### src/core/dfl_pkg.sv
`default_nettype none

package dfl_pkg;

	localparam int unsigned NUM_SLOTS = 5;
	localparam int unsigned NUM_DEC   = 4;
	localparam int unsigned IDX_W     = 3;
	localparam int unsigned UOP_W     = 2;
	localparam int unsigned CNT_W     = 16;

	localparam logic [IDX_W-1:0] SLOT_LIMIT = 3'h5;
	localparam logic [IDX_W-1:0] STEP_ONE   = 3'h1;
	localparam logic [IDX_W-1:0] STEP_PAIR  = 3'h2;
	localparam logic [IDX_W-1:0] IDX_RESET  = 3'h0;
	localparam logic [UOP_W-1:0] UOPS_NONE  = 2'h0;
	localparam logic [UOP_W-1:0] UOPS_ONE   = 2'h1;
	localparam logic [UOP_W-1:0] UOPS_TWO   = 2'h2;
	localparam logic [CNT_W-1:0] CNT_RESET  = 16'h0000;

	typedef enum logic [3:0] {
		DFL_OP_OTHER     = 4'h0,
		DFL_OP_STORE     = 4'h1,
		DFL_OP_LOAD_OP   = 4'h2,
		DFL_OP_LOAD_JUMP = 4'h3,
		DFL_OP_CMP       = 4'h4,
		DFL_OP_TEST      = 4'h5,
		DFL_OP_AND       = 4'h6,
		DFL_OP_ADD       = 4'h7,
		DFL_OP_SUB       = 4'h8,
		DFL_OP_INC       = 4'h9,
		DFL_OP_DEC       = 4'hA,
		DFL_OP_JCC       = 4'hB
	} dfl_op_e;

	typedef enum logic [2:0] {
		DFL_FORM_REG_ONLY               = 3'h0,
		DFL_FORM_REG_REG                = 3'h1,
		DFL_FORM_REGISTER_IMMEDIATE     = 3'h2,
		DFL_FORM_REG_MEM                = 3'h3,
		DFL_FORM_MEM_REG                = 3'h4,
		DFL_FORM_MEMORY_IMMEDIATE       = 3'h5,
		DFL_FORM_MEM_ONLY               = 3'h6
	} dfl_form_e;

	typedef enum logic [2:0] {
		DFL_CC_OVERFLOW_BRANCHES        = 3'h0,
		DFL_CC_CARRY_FLAG               = 3'h1,
		DFL_CC_ZERO_FLAG                = 3'h2,
		DFL_CC_CARRY_OR_ZERO            = 3'h3,
		DFL_CC_SIGN_PARITY_BRANCHES     = 3'h4,
		DFL_CC_SIGNED_COMPARE_BRANCHES  = 3'h5
	} dfl_cond_e;

	typedef enum logic [1:0] {
		DFL_GEN_FIRST  = 2'h0,
		DFL_GEN_SECOND = 2'h1,
		DFL_GEN_THIRD  = 2'h2
	} dfl_gen_e;

endpackage

`default_nettype wire

### src/core/dfl_decoder_fusion.sv
// Behaviour
// - Stores decode as one fused entry, later split into address and data.
// - Register-with-memory load-plus-operation instructions stay one fused micro-op.
// - Load-then-jump instructions, return included, are micro-fused.
// - Compare and test with immediate and memory operands are micro-fused.
// - Pointer-relative instructions with an extra immediate are not micro-fused.
// - Pointer-relative instructions needing the pointer for control flow are not fused.
// - Those unfused cases emit two micro-ops, only from decoder 0.
// - Pair head is compare-like in register, immediate or micro-fused memory form.
// - Pair tail is a conditional branch immediately following the head.
// - At most one fused pair per cycle plus three others, five peak.
// - A fused pair leaves as one single dispatched operation.
// - Memory-immediate compares never macro-fuse; other two-operand forms may.
// - First generation: test fuses with every conditional branch.
// - First generation: compare fuses only with carry or zero branches.
// - First generation: no macro-fusion in 64-bit mode.
// - Second generation: compare also fuses with signed compare branches.
// - Second generation: macro-fusion works in 64-bit mode too.
// - Third generation: test/and fuse with all; compare/add/sub skip overflow, sign, parity.
// - Third generation: increment/decrement fuse only with zero and signed branches.
`timescale 1ns/1ps
`default_nettype none

module dfl_decoder_fusion (
	input  wire logic                                      core_clk_in,
	input  wire logic                                      rst_n_in,
	input  wire logic [1:0]                                gen_sel_in,
	input  wire logic                                      long_mode_in,
	input  wire logic [dfl_pkg::NUM_SLOTS-1:0]             ins_valid_in,
	input  wire logic [dfl_pkg::NUM_SLOTS-1:0][3:0]        ins_op_in,
	input  wire logic [dfl_pkg::NUM_SLOTS-1:0][2:0]        ins_form_in,
	input  wire logic [dfl_pkg::NUM_SLOTS-1:0][2:0]        ins_cond_in,
	input  wire logic [dfl_pkg::NUM_SLOTS-1:0]             ins_pc_rel_in,
	input  wire logic                                      out_ready_in,
	output logic      [dfl_pkg::IDX_W-1:0]                 ins_take_out,
	output logic      [dfl_pkg::NUM_DEC-1:0]               dec_valid_out,
	output logic      [dfl_pkg::NUM_DEC-1:0][2:0]          dec_index_out,
	output logic      [dfl_pkg::NUM_DEC-1:0][3:0]          dec_op_out,
	output logic      [dfl_pkg::NUM_DEC-1:0][2:0]          dec_branch_cond_out,
	output logic      [dfl_pkg::NUM_DEC-1:0]               dec_micro_fused_out,
	output logic      [dfl_pkg::NUM_DEC-1:0]               dec_macro_fused_out,
	output logic      [dfl_pkg::NUM_DEC-1:0]               dec_split_store_out,
	output logic      [dfl_pkg::NUM_DEC-1:0][1:0]          dec_issue_uops_out,
	output logic      [dfl_pkg::CNT_W-1:0]                 macro_pair_total_out,
	output logic      [dfl_pkg::CNT_W-1:0]                 micro_fused_total_out
);

	logic [dfl_pkg::NUM_SLOTS-1:0]        slot_micro;
	logic [dfl_pkg::NUM_SLOTS-1:0]        slot_two_uop;
	logic [dfl_pkg::NUM_SLOTS-1:0]        slot_split;
	logic [dfl_pkg::NUM_SLOTS-1:0]        slot_macro;
	logic [dfl_pkg::NUM_SLOTS-1:0]        nxt_slot_valid;
	logic [dfl_pkg::NUM_SLOTS-1:0][3:0]   nxt_slot_op;
	logic [dfl_pkg::NUM_SLOTS-1:0][2:0]   nxt_slot_cond;

	logic [dfl_pkg::NUM_DEC-1:0]          walk_valid;
	logic [dfl_pkg::NUM_DEC-1:0][2:0]     walk_index;
	logic [dfl_pkg::NUM_DEC-1:0]          walk_pair;
	logic [dfl_pkg::IDX_W-1:0]            walk_take;
	logic                                 walk_pair_seen;
	logic [2:0]                           walk_micro_cnt;

	logic [dfl_pkg::NUM_DEC-1:0]          sel_valid;
	logic [dfl_pkg::NUM_DEC-1:0][3:0]     sel_op;
	logic [dfl_pkg::NUM_DEC-1:0][2:0]     sel_cond;
	logic [dfl_pkg::NUM_DEC-1:0]          sel_micro;
	logic [dfl_pkg::NUM_DEC-1:0]          sel_split;
	logic [dfl_pkg::NUM_DEC-1:0][1:0]     sel_uops;
	logic [dfl_pkg::NUM_DEC-1:0][2:0]     sel_tail_index;
	logic [dfl_pkg::NUM_DEC-1:0][2:0]     sel_head_cond;
	logic [dfl_pkg::NUM_DEC-1:0][2:0]     sel_tail_cond;
	logic [dfl_pkg::NUM_DEC-1:0]          sel_two_uop;

	logic                                 stage_busy;
	logic                                 stage_load;

	logic [dfl_pkg::NUM_DEC-1:0]          dec_valid_ff;
	logic [dfl_pkg::NUM_DEC-1:0][2:0]     dec_index_ff;
	logic [dfl_pkg::NUM_DEC-1:0][3:0]     dec_op_ff;
	logic [dfl_pkg::NUM_DEC-1:0][2:0]     dec_cond_ff;
	logic [dfl_pkg::NUM_DEC-1:0]          dec_micro_ff;
	logic [dfl_pkg::NUM_DEC-1:0]          dec_macro_ff;
	logic [dfl_pkg::NUM_DEC-1:0]          dec_split_ff;
	logic [dfl_pkg::NUM_DEC-1:0][1:0]     dec_uops_ff;
	logic [dfl_pkg::CNT_W-1:0]            macro_total_ff;
	logic [dfl_pkg::CNT_W-1:0]            micro_total_ff;

	logic [dfl_pkg::CNT_W-1:0]            macro_step;
	logic [dfl_pkg::CNT_W-1:0]            micro_step;
	logic [dfl_pkg::CNT_W-1:0]            nxt_macro_total;
	logic [dfl_pkg::CNT_W-1:0]            nxt_micro_total;

	// Each slot looks one slot ahead; the last slot has no successor in this window,
	// so a head sitting there is decoded this cycle as a single unfused instruction when an earlier pair lets the walk reach it.
	genvar g;
	generate
		for (g = 0; g < dfl_pkg::NUM_SLOTS; g++) begin : g_slot
			if (g < dfl_pkg::NUM_SLOTS - 1) begin : g_has_next
				assign nxt_slot_valid[g] = ins_valid_in[g+1];
				assign nxt_slot_op[g]    = ins_op_in[g+1];
				assign nxt_slot_cond[g]  = ins_cond_in[g+1];
			end else begin : g_no_next
				assign nxt_slot_valid[g] = 1'b0;
				assign nxt_slot_op[g]    = 4'h0;
				assign nxt_slot_cond[g]  = 3'h0;
			end

			dfl_slot_classify u_classify (
				.op_in           (ins_op_in[g]),
				.form_in         (ins_form_in[g]),
				.pc_rel_in       (ins_pc_rel_in[g]),
				.nxt_valid_in    (nxt_slot_valid[g]),
				.nxt_op_in       (nxt_slot_op[g]),
				.nxt_cond_in     (nxt_slot_cond[g]),
				.gen_sel_in      (gen_sel_in),
				.long_mode_in    (long_mode_in),
				.micro_fused_out (slot_micro[g]),
				.two_uop_d0_out  (slot_two_uop[g]),
				.split_store_out (slot_split[g]),
				.macro_first_out (slot_macro[g])
			);
		end
	endgenerate

	// In-order walk: each decoder takes one instruction or the single fused pair.
	// A two micro-op flow that would land past decoder 0 ends the group, so it
	// arrives at decoder 0 next cycle; this costs bandwidth but keeps order.
	always_comb begin
		logic [dfl_pkg::IDX_W-1:0] pos;
		logic                      stop;
		pos            = dfl_pkg::IDX_RESET;
		stop           = 1'b0;
		walk_valid     = '0;
		walk_index     = '0;
		walk_pair      = '0;
		walk_pair_seen = 1'b0;
		walk_micro_cnt = 3'h0;
		for (int d = 0; d < dfl_pkg::NUM_DEC; d++) begin
			if (!stop && (pos < dfl_pkg::SLOT_LIMIT) && ins_valid_in[pos]) begin
				if (slot_two_uop[pos] && (d != 0)) begin
					stop = 1'b1;
				end else if (slot_macro[pos] && !walk_pair_seen) begin
					walk_valid[d]  = 1'b1;
					walk_index[d]  = pos;
					walk_pair[d]   = 1'b1;
					walk_pair_seen = 1'b1;
					if (slot_micro[pos]) begin
						walk_micro_cnt = walk_micro_cnt + 3'h1;
					end
					pos = pos + dfl_pkg::STEP_PAIR;
				end else begin
					walk_valid[d] = 1'b1;
					walk_index[d] = pos;
					if (slot_micro[pos]) begin
						walk_micro_cnt = walk_micro_cnt + 3'h1;
					end
					pos = pos + dfl_pkg::STEP_ONE;
				end
			end
		end
		walk_take = pos;
	end

	// Field selection per decoder from the slot that it took.
	generate
		for (g = 0; g < dfl_pkg::NUM_DEC; g++) begin : g_sel
			assign sel_valid[g]      = walk_valid[g];
			assign sel_op[g]         = ins_op_in[walk_index[g]];
			assign sel_micro[g]      = walk_valid[g] && slot_micro[walk_index[g]];
			assign sel_split[g]      = walk_valid[g] && slot_split[walk_index[g]];
			// The tail slot is only meaningful for a pair, which never starts in the last slot.
			assign sel_tail_index[g] = walk_index[g] + dfl_pkg::STEP_ONE;
			assign sel_head_cond[g]  = ins_cond_in[walk_index[g]];
			assign sel_tail_cond[g]  = ins_cond_in[sel_tail_index[g]];
			assign sel_two_uop[g]    = slot_two_uop[walk_index[g]];
			// A pair carries its branch condition downstream with the single operation.
			assign sel_cond[g]       = walk_pair[g] ? sel_tail_cond[g] : sel_head_cond[g];
			assign sel_uops[g]       = !walk_valid[g] ? dfl_pkg::UOPS_NONE
				: (sel_two_uop[g] ? dfl_pkg::UOPS_TWO
				: dfl_pkg::UOPS_ONE);
		end
	endgenerate

	// The stage reloads when downstream accepts or when it holds nothing.
	// A held group takes nothing, so fetch must keep its window still while stalled.
	assign stage_busy   = |dec_valid_ff;
	assign stage_load   = out_ready_in || !stage_busy;
	assign ins_take_out = stage_load ? walk_take : dfl_pkg::IDX_RESET;

	assign macro_step      = {{(dfl_pkg::CNT_W-1){1'b0}}, walk_pair_seen};
	assign micro_step      = {{(dfl_pkg::CNT_W-3){1'b0}}, walk_micro_cnt};
	assign nxt_macro_total = macro_total_ff + macro_step;
	assign nxt_micro_total = micro_total_ff + micro_step;

	// Every stage register reloads on the same strobe, so a group never tears.
	always_ff @(posedge core_clk_in or negedge rst_n_in) begin
		if (!rst_n_in) begin
			dec_valid_ff <= '0;
		end else if (stage_load) begin
			dec_valid_ff <= sel_valid;
		end
	end

	always_ff @(posedge core_clk_in or negedge rst_n_in) begin
		if (!rst_n_in) begin
			dec_macro_ff <= '0;
		end else if (stage_load) begin
			dec_macro_ff <= walk_pair;
		end
	end

	always_ff @(posedge core_clk_in or negedge rst_n_in) begin
		if (!rst_n_in) begin
			dec_index_ff <= '0;
		end else if (stage_load) begin
			dec_index_ff <= walk_index;
		end
	end

	always_ff @(posedge core_clk_in or negedge rst_n_in) begin
		if (!rst_n_in) begin
			dec_op_ff <= '0;
		end else if (stage_load) begin
			dec_op_ff <= sel_op;
		end
	end

	always_ff @(posedge core_clk_in or negedge rst_n_in) begin
		if (!rst_n_in) begin
			dec_cond_ff <= '0;
		end else if (stage_load) begin
			dec_cond_ff <= sel_cond;
		end
	end

	always_ff @(posedge core_clk_in or negedge rst_n_in) begin
		if (!rst_n_in) begin
			dec_micro_ff <= '0;
		end else if (stage_load) begin
			dec_micro_ff <= sel_micro;
		end
	end

	always_ff @(posedge core_clk_in or negedge rst_n_in) begin
		if (!rst_n_in) begin
			dec_split_ff <= '0;
		end else if (stage_load) begin
			dec_split_ff <= sel_split;
		end
	end

	always_ff @(posedge core_clk_in or negedge rst_n_in) begin
		if (!rst_n_in) begin
			dec_uops_ff <= '0;
		end else if (stage_load) begin
			dec_uops_ff <= sel_uops;
		end
	end

	// Counters wrap; they are for performance sampling, not accounting.
	always_ff @(posedge core_clk_in or negedge rst_n_in) begin
		if (!rst_n_in) begin
			macro_total_ff <= dfl_pkg::CNT_RESET;
		end else if (stage_load) begin
			macro_total_ff <= nxt_macro_total;
		end
	end

	always_ff @(posedge core_clk_in or negedge rst_n_in) begin
		if (!rst_n_in) begin
			micro_total_ff <= dfl_pkg::CNT_RESET;
		end else if (stage_load) begin
			micro_total_ff <= nxt_micro_total;
		end
	end

	assign dec_valid_out         = dec_valid_ff;
	assign dec_index_out         = dec_index_ff;
	assign dec_op_out            = dec_op_ff;
	assign dec_branch_cond_out   = dec_cond_ff;
	assign dec_micro_fused_out   = dec_micro_ff;
	assign dec_macro_fused_out   = dec_macro_ff;
	assign dec_split_store_out   = dec_split_ff;
	assign dec_issue_uops_out    = dec_uops_ff;
	assign macro_pair_total_out  = macro_total_ff;
	assign micro_fused_total_out = micro_total_ff;

endmodule

`default_nettype wire

### src/core/dfl_slot_classify.sv
`timescale 1ns/1ps
`default_nettype none

module dfl_slot_classify (
	input  wire logic [3:0] op_in,
	input  wire logic [2:0] form_in,
	input  wire logic       pc_rel_in,
	input  wire logic       nxt_valid_in,
	input  wire logic [3:0] nxt_op_in,
	input  wire logic [2:0] nxt_cond_in,
	input  wire logic [1:0] gen_sel_in,
	input  wire logic       long_mode_in,
	output logic            micro_fused_out,
	output logic            two_uop_d0_out,
	output logic            split_store_out,
	output logic            macro_first_out
);
	dfl_pkg::dfl_op_e   op;
	dfl_pkg::dfl_form_e form;
	dfl_pkg::dfl_op_e   nxt_op;
	dfl_pkg::dfl_cond_e cc;
	logic               mem_form;
	logic               fusable_kind;
	logic               pc_block;
	logic               form_ok;
	logic               is_cmp_like;
	logic               is_logic;
	logic               is_step;
	logic               cc_cz;
	logic               cc_signed;
	logic               gen_ok;

	assign op     = dfl_pkg::dfl_op_e'(op_in);
	assign form   = dfl_pkg::dfl_form_e'(form_in);
	assign nxt_op = dfl_pkg::dfl_op_e'(nxt_op_in);
	assign cc     = dfl_pkg::dfl_cond_e'(nxt_cond_in);

	assign mem_form = (form == dfl_pkg::DFL_FORM_REG_MEM) || (form == dfl_pkg::DFL_FORM_MEM_REG)
		|| (form == dfl_pkg::DFL_FORM_MEMORY_IMMEDIATE) || (form == dfl_pkg::DFL_FORM_MEM_ONLY);

	assign is_logic    = (op == dfl_pkg::DFL_OP_TEST) || (op == dfl_pkg::DFL_OP_AND);
	assign is_cmp_like = (op == dfl_pkg::DFL_OP_CMP) || (op == dfl_pkg::DFL_OP_ADD)
		|| (op == dfl_pkg::DFL_OP_SUB);
	assign is_step     = (op == dfl_pkg::DFL_OP_INC) || (op == dfl_pkg::DFL_OP_DEC);

	assign fusable_kind = (op == dfl_pkg::DFL_OP_STORE)
		|| (op == dfl_pkg::DFL_OP_LOAD_OP)
		|| (op == dfl_pkg::DFL_OP_LOAD_JUMP)
		|| (op == dfl_pkg::DFL_OP_CMP) || (op == dfl_pkg::DFL_OP_TEST);

	assign pc_block = pc_rel_in && mem_form
		&& ((form == dfl_pkg::DFL_FORM_MEMORY_IMMEDIATE)
		|| (op == dfl_pkg::DFL_OP_LOAD_JUMP));

	assign micro_fused_out = mem_form && fusable_kind && !pc_block;
	assign two_uop_d0_out  = mem_form && fusable_kind && pc_block;
	assign split_store_out = micro_fused_out && (op == dfl_pkg::DFL_OP_STORE);

	// Memory operands qualify only when this instruction micro-fused on its own.
	assign form_ok = ((form == dfl_pkg::DFL_FORM_REG_REG)
		|| (form == dfl_pkg::DFL_FORM_REGISTER_IMMEDIATE)
		|| (form == dfl_pkg::DFL_FORM_REG_MEM)
		|| (form == dfl_pkg::DFL_FORM_MEM_REG)
		|| (is_step && (form == dfl_pkg::DFL_FORM_REG_ONLY)))
		&& (!mem_form || micro_fused_out);

	assign cc_cz = (cc == dfl_pkg::DFL_CC_CARRY_FLAG) || (cc == dfl_pkg::DFL_CC_ZERO_FLAG)
		|| (cc == dfl_pkg::DFL_CC_CARRY_OR_ZERO);
	assign cc_signed = (cc == dfl_pkg::DFL_CC_SIGNED_COMPARE_BRANCHES);

	always_comb begin
		unique case (gen_sel_in)
			dfl_pkg::DFL_GEN_FIRST: begin
				gen_ok = !long_mode_in
					&& ((op == dfl_pkg::DFL_OP_TEST)
					|| ((op == dfl_pkg::DFL_OP_CMP) && cc_cz));
			end
			dfl_pkg::DFL_GEN_SECOND: begin
				gen_ok = (op == dfl_pkg::DFL_OP_TEST)
					|| ((op == dfl_pkg::DFL_OP_CMP) && (cc_cz || cc_signed));
			end
			dfl_pkg::DFL_GEN_THIRD: begin
				gen_ok = is_logic
					|| (is_cmp_like && (cc_cz || cc_signed))
					|| (is_step && ((cc == dfl_pkg::DFL_CC_ZERO_FLAG) || cc_signed));
			end
			default: begin
				gen_ok = 1'b0;
			end
		endcase
	end

	assign macro_first_out = form_ok && gen_ok
		&& nxt_valid_in && (nxt_op == dfl_pkg::DFL_OP_JCC);

endmodule

`default_nettype wire

### config.mk
export PLATFORM = sky130hd
export DESIGN_NAME = dfl_decoder_fusion
export DESIGN_NICKNAME = d
export VERILOG_FILES = /design/src/core/dfl_pkg.sv /design/src/core/dfl_decoder_fusion.sv /design/src/core/dfl_slot_classify.sv
export SDC_FILE = /design/constraint.sdc
export NUM_CORES = 1
export LEC_CHECK = 0
export ABC_AREA = 1
export ABC_CLOCK_PERIOD_IN_PS = 4400
export BUFFER_PORTS_ARGS = -buffer_cell sky130_fd_sc_hd__buf_4
export CAP_MARGIN = 20
export CORE_ASPECT_RATIO = 0.7
export CORE_UTILIZATION = 35
export DETAILED_ROUTE_END_ITERATION = 8
export GPL_ROUTABILITY_DRIVEN = 0
export PLACE_DENSITY_LB_ADDON = 0.12
export SLEW_MARGIN = 15
export SYNTH_ARGS = -nofsm -noshare
export SYNTH_HDL_FRONTEND = slang
export SYNTH_SLANG_ARGS = --single-unit
export TNS_END_PERCENT = 10
### constraint.sdc
create_clock -name core_clk_in -period 4.4 [get_ports core_clk_in]
set_input_delay 0 -clock core_clk_in [delete_from_list [all_inputs] [get_ports core_clk_in]]
set_output_delay 0 -clock core_clk_in [all_outputs]
set_load 0.05 [all_outputs]
# After elaboration in Yosys (flattened, before gate mapping)
# Cells that the tools add are included.
[totals] romBits=0 word_cells=495 mem_bits_rw=0 input_bits=66 memories=0 out_inout_bits=99 ff_bits=93 latch_bits=0
[classes] shift=0 n_reduce_logical=217 div=0 mul=0 n_bitwise=0 addsub=14 n_eq_ne=95 n_lt_le_gt_ge=12 muxes=136
[op_table] cell="3-bit 2-to-1 mux" n=37
[op_table] cell="1-bit logical OR" n=109
[op_table] cell="1-bit logical AND" n=86
[op_table] cell="4-bit by 3-bit equality test with 1-bit output (second input constant)" n=18
[op_table] cell="4-bit equality test (second input constant)" n=16
[op_table] cell="1-bit binary-select mux with 3-bit select" n=21
[op_table] cell="3-bit equality test (second input constant)" n=19
[op_table] cell="3-bit binary-select mux with 3-bit select" n=6
[op_table] cell="1-bit 2-to-1 mux" n=53
[op_table] cell="3-bit by 2-bit equality test with 1-bit output (second input constant)" n=17
[op_table] cell="4-bit by 2-bit equality test with 1-bit output (second input constant)" n=10
[op_table] cell="4-bit binary-select mux with 3-bit select" n=3
[op_table] cell="3-bit by 4-bit less-than comparator with 1-bit output (second input constant)" n=9
[op_table] cell="3-bit by 1-bit adder with 3-bit output (second input constant)" n=9
[op_table] cell="3-bit by 1-bit equality test with 1-bit output (second input constant)" n=8
[op_table] cell="4-bit by 1-bit equality test with 1-bit output (second input constant)" n=5
[op_table] cell="2-bit 2-to-1 mux" n=9
[op_table] cell="16-bit by 1-bit adder with 16-bit output" n=1
[op_table] cell="16-bit by 3-bit adder with 16-bit output" n=1
[op_table] cell="1-bit zero test" n=16
[op_table] cell="3-bit zero test" n=4
[op_table] cell="4-bit 2-to-1 mux" n=3
[op_table] cell="1-bit one-hot mux with 3 select lines" n=4
[op_table] cell="3-bit by 2-bit adder with 3-bit output (second input constant)" n=3
[op_table] cell="other kinds (5)" n=7

# Longest topological paths before layout
# Gate-level depths: netlist (run 1).
[depth] ltp_word=35 ltp_mapped=46 ltp_nobuf=45

# By module
# From an unflattened synthesis (run 1), not the netlist that was laid out.
[hier_totals] cells_unflattened=1187 hier_area_um2=7634.8
[by_module_without_submodules] mod="dfl_decoder_fusion" cells_per_inst=822 area_per_inst_um2=6114.6 n_inst=1
[by_module_without_submodules] mod="dfl_slot_classify" cells_per_inst=73 area_per_inst_um2=304.0 n_inst=5

# Worst setup path before layout (run 1)
# OpenSTA, ideal clock, no wires.
[synth_path] path_type="input-to-reg" startpoint="input port ins_op_in[5] (netlist name)" endpoint="register micro_total_ff, in the netlist micro_fused_total_out[15]" required_time_ps=4260 setup_ps=140 arrival_time_ps=5278 slack_ps=-1019 path_stages=43 cell_sequence="buf_2 > nand2_1 > nor2_1 > nand4_1 > nor2_1 > nand3_4 > nand3_2 > nand2_2 > nor2_4 > nand2_1 > nand2_2 > nand2_2 > inv_2 > buf_2 > ha_1 > nand2_1 > nand3_1 > nand2_1 > (+7 left out) > nor2_8 > buf_2 > nand2_1 > inv_1 > nand2_1 > xnor2_1 > inv_1 > ha_1 > nand3_1 > nand2_1 > nand2_1 > nor3_1 > nand2_1 > nor3b_1 > nand3_1 > nor2_1 > nand2_1 > xnor2_1"
[synth_via] elab_chain_len=30 word_cells_on_any_way=112 classes_between="add/sub: 7; order compare: 3; eq/ne: 11; mux: 49; reduce/logical: 42"
[synth_lines] item="from (decl)" line_no="dfl_decoder_fusion.sv:30" source="input wire logic [dfl_pkg::NUM_SLOTS-1:0][3:0] ins_op_in,"
[synth_lines] item="4-bit by 1-bit equality test with 1-bit output / 4-bit by 2-bit equality test with 1-bit output (equally long branches)" line_no="dfl_slot_classify.sv:46, dfl_slot_classify.sv:47"
[synth_lines] item="1-bit logical OR" line_no="dfl_slot_classify.sv:47" source="|| (op == dfl_pkg::DFL_OP_LOAD_OP)"
[synth_lines] item="1-bit logical OR" line_no="dfl_slot_classify.sv:48" source="|| (op == dfl_pkg::DFL_OP_LOAD_JUMP)"
[synth_lines] item="1-bit logical OR (2 in a row)" line_no="dfl_slot_classify.sv:49" source="|| (op == dfl_pkg::DFL_OP_CMP) || (op == dfl_pkg::DFL_OP_TEST);"
[synth_lines] item="1-bit logical AND" line_no="dfl_slot_classify.sv:55, dfl_slot_classify.sv:56"
[synth_lines] item="1-bit logical AND" line_no="dfl_slot_classify.sv:55" source="assign micro_fused_out = mem_form && fusable_kind && !pc_block;"
[synth_lines] item="1-bit logical OR" line_no="dfl_slot_classify.sv:65" source="&& (!mem_form || micro_fused_out);"
[synth_lines] item="1-bit logical AND" line_no="dfl_slot_classify.sv:65"
[synth_lines] item="(+13 left out)"
[synth_lines] item="3-bit 2-to-1 mux" line_no="dfl_decoder_fusion.sv:140" source="if (slot_two_uop[pos] && (d != 0)) begin"
[synth_lines] item="3-bit 2-to-1 mux" line_no="dfl_decoder_fusion.sv:139" source="if (!stop && (pos < dfl_pkg::SLOT_LIMIT) && ins_valid_in[pos]) begin"
[synth_lines] item="1-bit binary-select mux with 3-bit select" line_no="dfl_decoder_fusion.sv:147, dfl_decoder_fusion.sv:154"
[synth_lines] item="1-bit 2-to-1 mux (not written as such)" line_no="dfl_decoder_fusion.sv:147, dfl_decoder_fusion.sv:154"
[synth_lines] item="3-bit 2-to-1 mux" line_no="dfl_decoder_fusion.sv:147, dfl_decoder_fusion.sv:154"
[synth_lines] item="3-bit 2-to-1 mux" line_no="dfl_decoder_fusion.sv:140"
[synth_lines] item="3-bit 2-to-1 mux (*)" line_no="dfl_decoder_fusion.sv:139"
[synth_lines] item="16-bit by 3-bit adder with 16-bit output (*)" line_no="dfl_decoder_fusion.sv:193" source="assign nxt_micro_total = micro_total_ff + micro_step;"
[synth_lines] item="to (signal assigned)" line_no="dfl_decoder_fusion.sv:271" source="micro_total_ff <= dfl_pkg::CNT_RESET;"
[synth_lines] item="to (signal assigned)" line_no="dfl_decoder_fusion.sv:273" source="micro_total_ff <= nxt_micro_total;"
[synth_lines] item="to (decl)" line_no="dfl_decoder_fusion.sv:86" source="logic [dfl_pkg::CNT_W-1:0] micro_total_ff;"
# Mark *: on every way between the ends. The rest lies on a longest branch, timed or not. The select of a mux whose other input is x is not followed.
# A chain may end at the register's enable or synchronous reset.

# Worst setup path in the final report (run 1)
[layout_path] startpoint="input port ins_op_in[0] (netlist name)" endpoint="register dec_cond_ff, in the netlist dec_branch_cond_out[4]"
[layout_via] elab_chain_len=22 word_cells_on_any_way=66 classes_between="add/sub: 1; order compare: 1; eq/ne: 10; mux: 21; reduce/logical: 33"
[layout_lines] item="4-bit by 1-bit equality test with 1-bit output / 4-bit by 2-bit equality test with 1-bit output (equally long branches)" line_no="dfl_slot_classify.sv:46, dfl_slot_classify.sv:47"
[layout_lines] item="1-bit logical OR" line_no="dfl_slot_classify.sv:47"
[layout_lines] item="1-bit logical OR" line_no="dfl_slot_classify.sv:48"
[layout_lines] item="1-bit logical OR (2 in a row)" line_no="dfl_slot_classify.sv:49"
[layout_lines] item="1-bit logical AND" line_no="dfl_slot_classify.sv:55, dfl_slot_classify.sv:56"
[layout_lines] item="1-bit logical AND" line_no="dfl_slot_classify.sv:55"
[layout_lines] item="1-bit logical OR" line_no="dfl_slot_classify.sv:65"
[layout_lines] item="1-bit logical AND" line_no="dfl_slot_classify.sv:65"
[layout_lines] item="(+5 left out)"
[layout_lines] item="1-bit binary-select mux with 3-bit select (on tied branches)" line_no="dfl_decoder_fusion.sv:140, dfl_decoder_fusion.sv:139"
[layout_lines] item="1-bit 2-to-1 mux (on tied branches)" line_no="dfl_decoder_fusion.sv:140, dfl_decoder_fusion.sv:139"
[layout_lines] item="3-bit 2-to-1 mux / 1-bit logical AND (equally long branches)" line_no="dfl_decoder_fusion.sv:140, dfl_decoder_fusion.sv:139"
[layout_lines] item="3-bit 2-to-1 mux" line_no="dfl_decoder_fusion.sv:139"
[layout_lines] item="3-bit by 1-bit adder with 3-bit output" line_no="dfl_decoder_fusion.sv:172" source="assign sel_tail_index[g] = walk_index[g] + dfl_pkg::STEP_ONE;"
[layout_lines] item="3-bit binary-select mux with 3-bit select" line_no="dfl_decoder_fusion.sv:174" source="assign sel_tail_cond[g] = ins_cond_in[sel_tail_index[g]];"
[layout_lines] item="3-bit 2-to-1 mux (not written as such)" line_no="dfl_decoder_fusion.sv:174"
[layout_lines] item="3-bit 2-to-1 mux (*)" line_no="dfl_decoder_fusion.sv:177" source="assign sel_cond[g] = walk_pair[g] ? sel_tail_cond[g] : sel_head_cond[g];"
[layout_lines] item="to (signal assigned)" line_no="dfl_decoder_fusion.sv:232" source="dec_cond_ff <= sel_cond;"
[layout_lines] item="to (decl)" line_no="dfl_decoder_fusion.sv:80" source="logic [dfl_pkg::NUM_DEC-1:0][2:0] dec_cond_ff;"
# Marked as above.

==> results of run 1 <==
## how the worst max path moves through the flow
stage                                       endpoint  slack, ps  cells after the start
2_1_floorplan  micro_fused_total_out[15]$_DFFE_PN0P_       -430                     43
3_3_place_gp   micro_fused_total_out[15]$_DFFE_PN0P_       -640                     39
3_5_place_dp   micro_fused_total_out[15]$_DFFE_PN0P_       -740                     39
4_1_cts        micro_fused_total_out[15]$_DFFE_PN0P_        -30                     43
5_1_grt        micro_fused_total_out[15]$_DFFE_PN0P_       -420                     44
6_report          dec_branch_cond_out[4]$_DFFE_PN0P_       -250                     42
## area by class of cell
class	count	area share
sequential	92	0.2008
tap	270	0.02946
inverter	132	0.04496
timing repair buffer	433	0.2888
multi-input combinational	799	0.4099
clock inverter	5	0.005238
clock buffer	10	0.02084
## power groups by stage
stage	clock [mW]	sequential (mW)	combinational, mW
after floorplan	0	1.44	0.467
after global placement	0	1.06	1.43
after detailed placement	0	1.06	1.44
after CTS	0.799	1.05	1.47
after global routing	0.834	1.07	1.63
final	0.787	1.05	1.52
## routing by layer
layer / routed length, µm / track usage / part of all wire
met5: 0 / 0 / 0
met1: 14340 / 0.4247 / 0.47
met4: 472 / 0.06582 / 0.016
met2: 12950 / 0.4120 / 0.43
met3: 2471 / 0.04650 / 0.082
## registers in the layout, indices dropped and copies added (netlist names)
| register | flops |
|---|---|
| macro_pair_total_out | 16 |
| dec_branch_cond_out | 12 |
| dec_macro_fused_out | 4 |
| dec_index_out | 8 |
| dec_valid_out | 4 |
| micro_fused_total_out | 16 |
| dec_issue_uops_out | 8 |
| dec_op_out | 16 |
| dec_micro_fused_out | 4 |
| dec_split_store_out | 4 |
## tightest hold or removal path, stage by stage
cell and delay (ps):
sky130_fd_sc_hd__buf_4 110, sky130_fd_sc_hd__o21ai_0 80, sky130_fd_sc_hd__o21ai_0 140
## repair_timing
item,CTS,global route
resized for setup,50,82
hold buffers,2,0
endpoints found under the setup margin,8,36
pin swaps,33,53
setup buffers,41,17
hold endpoints to repair,33,0
## cells in the final DEF, fill, tap and decap left out, types with 13 or more instances in the layout
cell                       count
sky130_fd_sc_hd__buf_4       418
sky130_fd_sc_hd__nand2_1     229
sky130_fd_sc_hd__inv_1       107
sky130_fd_sc_hd__dfrtp_1      92
sky130_fd_sc_hd__o21ai_0      87
sky130_fd_sc_hd__nor2_1       85
sky130_fd_sc_hd__nand3_1      64
sky130_fd_sc_hd__a21oi_1      57
sky130_fd_sc_hd__nand2_2      31
sky130_fd_sc_hd__nand4_1      19
sky130_fd_sc_hd__xor2_1       18
sky130_fd_sc_hd__inv_2        15
sky130_fd_sc_hd__nand2_4      14
sky130_fd_sc_hd__nand3_2      13
sky130_fd_sc_hd__o211ai_1     13
## cells by family after synthesis
| kind of cell | synth area share |
|---|---|
| flops | 0.3215 |
| buf+inv | 0.09766 |
| simple gates | 0.3171 |
| xor+xnor | 0.03791 |
| other cells | 0.0005236 |
| fa+ha+maj | 0.03249 |
| compound gates | 0.1929 |
## through the flow
stage	cell area [µm²]	cells	hold WS (ps)	utilization	TNS, ps
after floorplan	7337	1062	-295.6	-	-1700
after global placement	10260	1667	-27.21	0.5153	-4908
after detailed placement	10260	1667	-29.81	0.5153	-6638
after CTS	11050	1725	17.93	0.5549	-48.11
after global routing	11470	1741	57.19	0.5760	-3651
final	11470	1741	29.54	0.5760	-1220
==> results.txt, run 1 <==
The number of DRC violations after detailed-routing iteration 0 is 883. The switching share of power is 0.4241. The global-route wire length before repair came out at between 40 and 50 mm. The tightest min-delay check is of the primary input to register type. The layout cell share with drive strength beyond 1 is 0.4058. The number of H-tree levels came out at 3.

The cell area power density is between 200 and 300 nW/µm². The layout has 1920 filler cells. After detailed routing, the number of remaining DRC violations is 0.

The number of buffers inserted during clock tree synthesis came out at 9. The family of cells with the greatest summed delay on the critical path is buffers and inverters. The number of nets in the layout is 1551.

The netlist area before placement is 7162 µm². The total of warnings raised by yosys is 0. Setup repair after global routing could not meet its margin everywhere. The clock tree from TritonCTS is done. Sorting the synthesized cells by area gives the leading types as sky130_fd_sc_hd__dfrtp_1, sky130_fd_sc_hd__nand2_1, sky130_fd_sc_hd__o21ai_0, sky130_fd_sc_hd__inv_1, sky130_fd_sc_hd__nor2_1. The relative area change from synthesis to final layout came out at 60.10%.

The pin count of the biggest net entering global routing came out at 61. Setup violations remaining at the end of the flow were counted as 9. The total net switching power came out at roughly 1.4 mW.

The tightest slew margin relative to the limit came out at 0.4818. The highest ir drop seen on vdd is 0.2061 mV. The number of antenna violations at the first check in global routing came out at 1. The quantity of I/O buffers inserted on ports came out at 160. The sequential group share of total power came out at 0.313. The worst hold path terminates at dec_branch_cond_out[2]$_DFFE_PN0P_. The library cell contributing the largest single delay on the critical path is sky130_fd_sc_hd__buf_4. The area of the multi-input gates came out at 4700 µm². STA classifies the critical path endpoint as a register. The CTS clock-pin slew for the worst setup and hold paths came out at 60 ps. The final period demand of the worst path is 4652 ps. The final number of max-transition violations is 0.

sky130_fd_sc_hd__dfrtp_1 takes more of the synthesized area than any other cell. The most numerous cell type found on the critical path is sky130_fd_sc_hd__buf_4. The worst register-to-register path begins at dec_valid_out[3]$_DFFE_PN0P_.

The part of the total power dissipated in the clock network came out at 0.234. The count of TritonRoute iterations in the first routing pass is 5. The sequential cells in the finished layout cover a total of 2302 µm². The starting density of the core came out at 0.3598. Across every metal layer, demand over resource in global routing totals 0.2807. By instance count, the leading cell after synthesis is sky130_fd_sc_hd__nand2_1. The final layout contains routed wiring with a total length of 30.24 mm. The worst register-to-register path ends at micro_fused_total_out[15]$_DFFE_PN0P_.

The half-perimeter wire length of the detailed placement result is 23.17 mm. The leakage power total is 5.939 nW. The final-report hold violation count came out at 0. The critical path's largest stage delay came out at about 150 ps. The cell at the root of the clock tree is sky130_fd_sc_hd__clkbuf_16. The cell count after synthesis came out at 1057.

The routed layout has 8916 vias. The arrival time reported for the critical path endpoint is slightly below 5000 ps. The worst setup timing slack at the placement stage came out at -735.0 ps. The count of buffering cells on the critical path with inverters included is 31. The remaining global-route overflow is 0. In this run, distinct cell masters in the synthesized netlist total 58.

Power comes to 3.364 mW. The fraction of synthesis flops using an asynchronous set or reset pin came out at 1.000. Dividing the detail-routed wire length by the instance count gives 17.37 µm. The flip-flop cell with the highest count after synthesis is sky130_fd_sc_hd__dfrtp_1. The flop and latch count out of synthesis came out at 92. For flop-to-flop paths, the worst setup slack is 2070 ps. The worst reg-to-reg path cell count is 12. The run finished, with violations left. The count of nets left with antenna violations after detail routing is 0.

The number of antenna repair diodes is 0. The die extent in x is 173.0 µm. The longest clock path from root to sink contains 2 buffers.

The setup clock skew after layout is 11.41 ps. The number of global-route vias before repair came out at 8123. Counting instances, the worst hold path has a depth of 3.

The count of clock tree sinks is 92. The relative contribution of combinational cells to total power is 0.453. The area of the core came out at about 20000 µm². The final reports fail on negative setup slack. The share of synthesized area in the top cell type comes to 0.3215.

Ranked by instance count, the synthesized netlist is headed by sky130_fd_sc_hd__nand2_1, sky130_fd_sc_hd__inv_1, sky130_fd_sc_hd__nor2_1. In this run the worst setup path begins at ins_op_in[0]. The critical path in this run is classified as primary input to register. The die outline height came out at ~120 µm. The proportion of synthesized chip area in sequential cells is 0.3215.

The tool flagged a number of max-cap violations equal to 0. The critical-path maximum fanout is 5. The critical hold path startpoint is ins_cond_in[5]. The internal power is 1.937 mW. The worst setup path is launched from a primary input.

The floorplan step defined a die boundary enclosing between 20000 and 25000 µm². Using the TritonRoute via totals, the vias-per-cell ratio works out to 5.121. Dividing the final minimum period by the clock period gives 1.057.

The mean area per synthesized cell is 6.776 µm². Once routing completed, OpenROAD measured the worst setup slack at -251.6 ps. The clock insertion delay at the later pin of the skew report came out at 340 ps. The number of enable flip-flop cells after synthesis is 0.

The required time of the worst setup path is ~4700 ps. Timing would allow up to 215.0 MHz. The transition at the pin with the smallest max-transition slack came out at 777.3 ps.

The number of placement rows is 43. The boundary pin count is 165.
(Power assumes the default switching activity.)
==> run 2: changes to the inputs <==
==> constraint.sdc (replaced) <==
create_clock -name core_clk_in -period 4.4 [get_ports core_clk_in]
set_input_delay 0 -clock core_clk_in [delete_from_list [all_inputs] [get_ports core_clk_in]]
set_output_delay 0 -clock core_clk_in [all_outputs]
set_load 0.02 [all_outputs]
==> results.txt, run 2 (same netlist as run 1, synthesis figures left out) <==
The start-to-end type of the worst setup path is primary input to register. The most frequent cell on the critical path is sky130_fd_sc_hd__nand2_4. Measured along the x axis, the die boundary spans 173.0 µm.

The number of buffers between clock root and the deepest sink came out at 2. The final period demand of the worst path is around 4500 ps. The worst setup path is captured at a register. The setup clock skew after layout came out at 9.296 ps. The final number of setup-violating endpoints is 3. The global-route wire length before repair came out at 43.60 mm. In the layout the commonest cells are sky130_fd_sc_hd__buf_4, sky130_fd_sc_hd__nand2_1, sky130_fd_sc_hd__inv_1.

The overall power came out at 3.008 mW. The reg-to-reg endpoint is macro_pair_total_out[15]$_DFFE_PN0P_. The number of nets in the layout is 1516. The final-report hold violation count came out at 0. The kind of cell with the highest combined delay along the critical path is simple AND/OR/NAND/NOR gates. After detailed routing, the number of vias per cell comes to just over 5. The filler cells instantiated in the layout total just under 2000. The routed length per instance is 17.00 µm.

The half-perimeter wire length of the detailed placement result came out at approximately 23 mm. The area of the core is 19910 µm². The startpoint identified for the worst hold timing path is ins_op_in[2]. Of the total power, registers draw 0.350. The count of max-cap constraint violations is 0. The leakage power total came out at around 5.8 nW.

The critical path's largest stage delay is 360 ps. Input and output buffers added on the ports amount to 160. The count of non-filler cells in the finished layout is between 1500 and 2000. The share of the cycle needed by the critical path after routing is 1.013. The floorplan step defined a die boundary enclosing 21050 µm². The count of TritonRoute iterations in the first routing pass is 6. The CTS clock-pin slew for the worst setup and hold paths came out at 70 ps. After layout, the worst setup slack is -55.90 ps. The layout cell share with drive strength beyond 1 is 0.3921. In this run the worst hold path is classified as primary input to register. The wire length reported by the detailed router came out at 29.00 mm.

The count of nets left with antenna violations after detail routing came out at 0. The number of antenna repair diodes came out at 0. The worst hold path terminates at dec_op_out[10]$_DFFE_PN0P_. The number of antenna violations at the first check in global routing was 0. Setup slack on the worst reg-to-reg path comes out at 2110 ps. Clock tree synthesis selected as its root buffer the cell sky130_fd_sc_hd__clkbuf_16. The kind of start point of the critical path is a primary input. The leading cell type in the layout, fill and taps excluded is sky130_fd_sc_hd__buf_4.

The cell area power density came out at 268.7 nW/µm². In this run the critical register-to-register path is launched from dec_valid_out[3]$_DFFE_PN0P_. The clock insertion delay at the later pin of the skew report is 350 ps. The worst setup timing slack at the placement stage came out at -725.3 ps. The detailed router placed 8652 vias in this run.

The hold-critical path depth is 3. The boundary pin count came out at 165. Of the total power, the clock network draws 0.242. The number of H-tree levels is 3.

TritonCTS built the clock tree. The worst reg-to-reg path cell count is 10. Setup repair after global routing could not meet its margin everywhere. VDD sags by at most a little under 0.2 mV.

The final number of max-transition violations came out at 0. Entering global routing, the biggest net connects 61 pins. The remaining design rule violation count came out at 0. The run finished, with violations left.

The relative contribution of combinational cells to total power is 0.408. In this run the core area contains 43 standard-cell rows. The relative area change from synthesis to final layout came out at 56.31%. In the global route stage, overall resource usage came out at 0.2702. CTS saw 92 sinks.

The arrival time reported for the critical path endpoint is 4730 ps. Measured on the finished design, the core utilization comes to 0.5624. The required time of the worst setup path is 4670 ps.

The checks that failed: negative setup slack. TritonCTS created 9 clock buffers. The internal power came out at between 1.5 and 2 mW.

For this design the total switching power over the nets is 1.143 mW. The maximum achievable frequency is 224.4 MHz. The transition at the pin with the smallest max-transition slack is 763.0 ps. The detailed router finished its first iteration with between 700 and 800 violations. The largest individual stage delay along the critical path comes from the cell sky130_fd_sc_hd__fa_2. Measured along the y axis, the die boundary spans ~120 µm. The number of placed cells counting well taps is 1667. The number of global-route vias before repair came out at 7854. The count of buffering cells on the critical path with inverters included came out at 7. The remaining global-route overflow is 0. The tightest slew margin relative to the limit is 0.4913. The starting density of the core came out at 0.3598. The critical-path maximum fanout is 4. The switching share of power is 0.3799.
run 2: worst max path at each step:
stage / from / end / slack (ps) / cells after the start
after floorplan: ins_op_in[2] / micro_fused_total_out[15]$_DFFE_PN0P_ / -390 / 43
after global placement: ins_op_in[6] / micro_fused_total_out[15]$_DFFE_PN0P_ / -640 / 39
after detailed placement: ins_op_in[6] / micro_fused_total_out[15]$_DFFE_PN0P_ / -730 / 39
after CTS: ins_op_in[6] / micro_fused_total_out[15]$_DFFE_PN0P_ / -190 / 43
after global routing: ins_op_in[6] / micro_fused_total_out[12]$_DFFE_PN0P_ / -430 / 41
final: ins_op_in[6] / micro_fused_total_out[12]$_DFFE_PN0P_ / -60 / 42
run 2: power groups by stage:
stage	sequential [mW]	combinational [mW]	clock, mW
2_1_floorplan	1.19	0.453	0
3_3_place_gp	1.06	1.15	0
3_5_place_dp	1.06	1.16	0
4_1_cts	1.05	1.16	0.749
5_1_grt	1.07	1.33	0.782
6_report	1.05	1.23	0.728
run 2: metrics by stage:
step / TNS [ps] / hold slack (ps) / instance area [µm²]
after floorplan: -1515 / -295.6 / 7337
after global placement: -4948 / -25.88 / 10260
after detailed placement: -6897 / -37.31 / 10260
after CTS: -707.1 / 1.320 / 10590
after global routing: -2289 / 4.281 / 11190
final: -106.0 / 5.818 / 11190
run 2: timing repair:
action | in CTS | in global routing
setup buffers | 2 | 21
hold buffers | 2 | 0
endpoints found under the setup margin | 8 | 32
resized for setup | 7 | 128
cloned | 0 | 0
endpoints found under the hold margin | 33 | 0
pin swaps | 3 | 58
run 2: worst reg2reg max path: stages, from the launching register on:
cell and delay, ps:
sky130_fd_sc_hd__dfrtp_1 390, sky130_fd_sc_hd__inv_1 80, sky130_fd_sc_hd__nand4_1 110, sky130_fd_sc_hd__nand2_2 220, sky130_fd_sc_hd__buf_4 360, sky130_fd_sc_hd__nand4_1 230, sky130_fd_sc_hd__nor3_2 200, sky130_fd_sc_hd__nand3_1 130
sky130_fd_sc_hd__nor2_1 190, sky130_fd_sc_hd__nand4_1 130, sky130_fd_sc_hd__xnor2_1 150
run 2: area by class of cell:
cell class                 count  area [µm²]  share of cell area
clock buffer                  10       239.0             0.02135
clock inverter                 5       36.28            0.003241
inverter                     132       520.5             0.04650
multi-input combinational    799        4712              0.4209
sequential                    92        2302              0.2057
tap                          270       337.8             0.03018
timing repair buffer         398        3047              0.2722
run 2: routing by layer:
metal	share of wire	GRT usage	vias up	routed length [µm]
met5	0	0	-	0
met4	0.014	0.06084	0	408
met3	0.091	0.07366	31	2652
met2	0.42	0.3931	361	12150
met1	0.48	0.3941	3999	13800
li1	-	-	4261	-
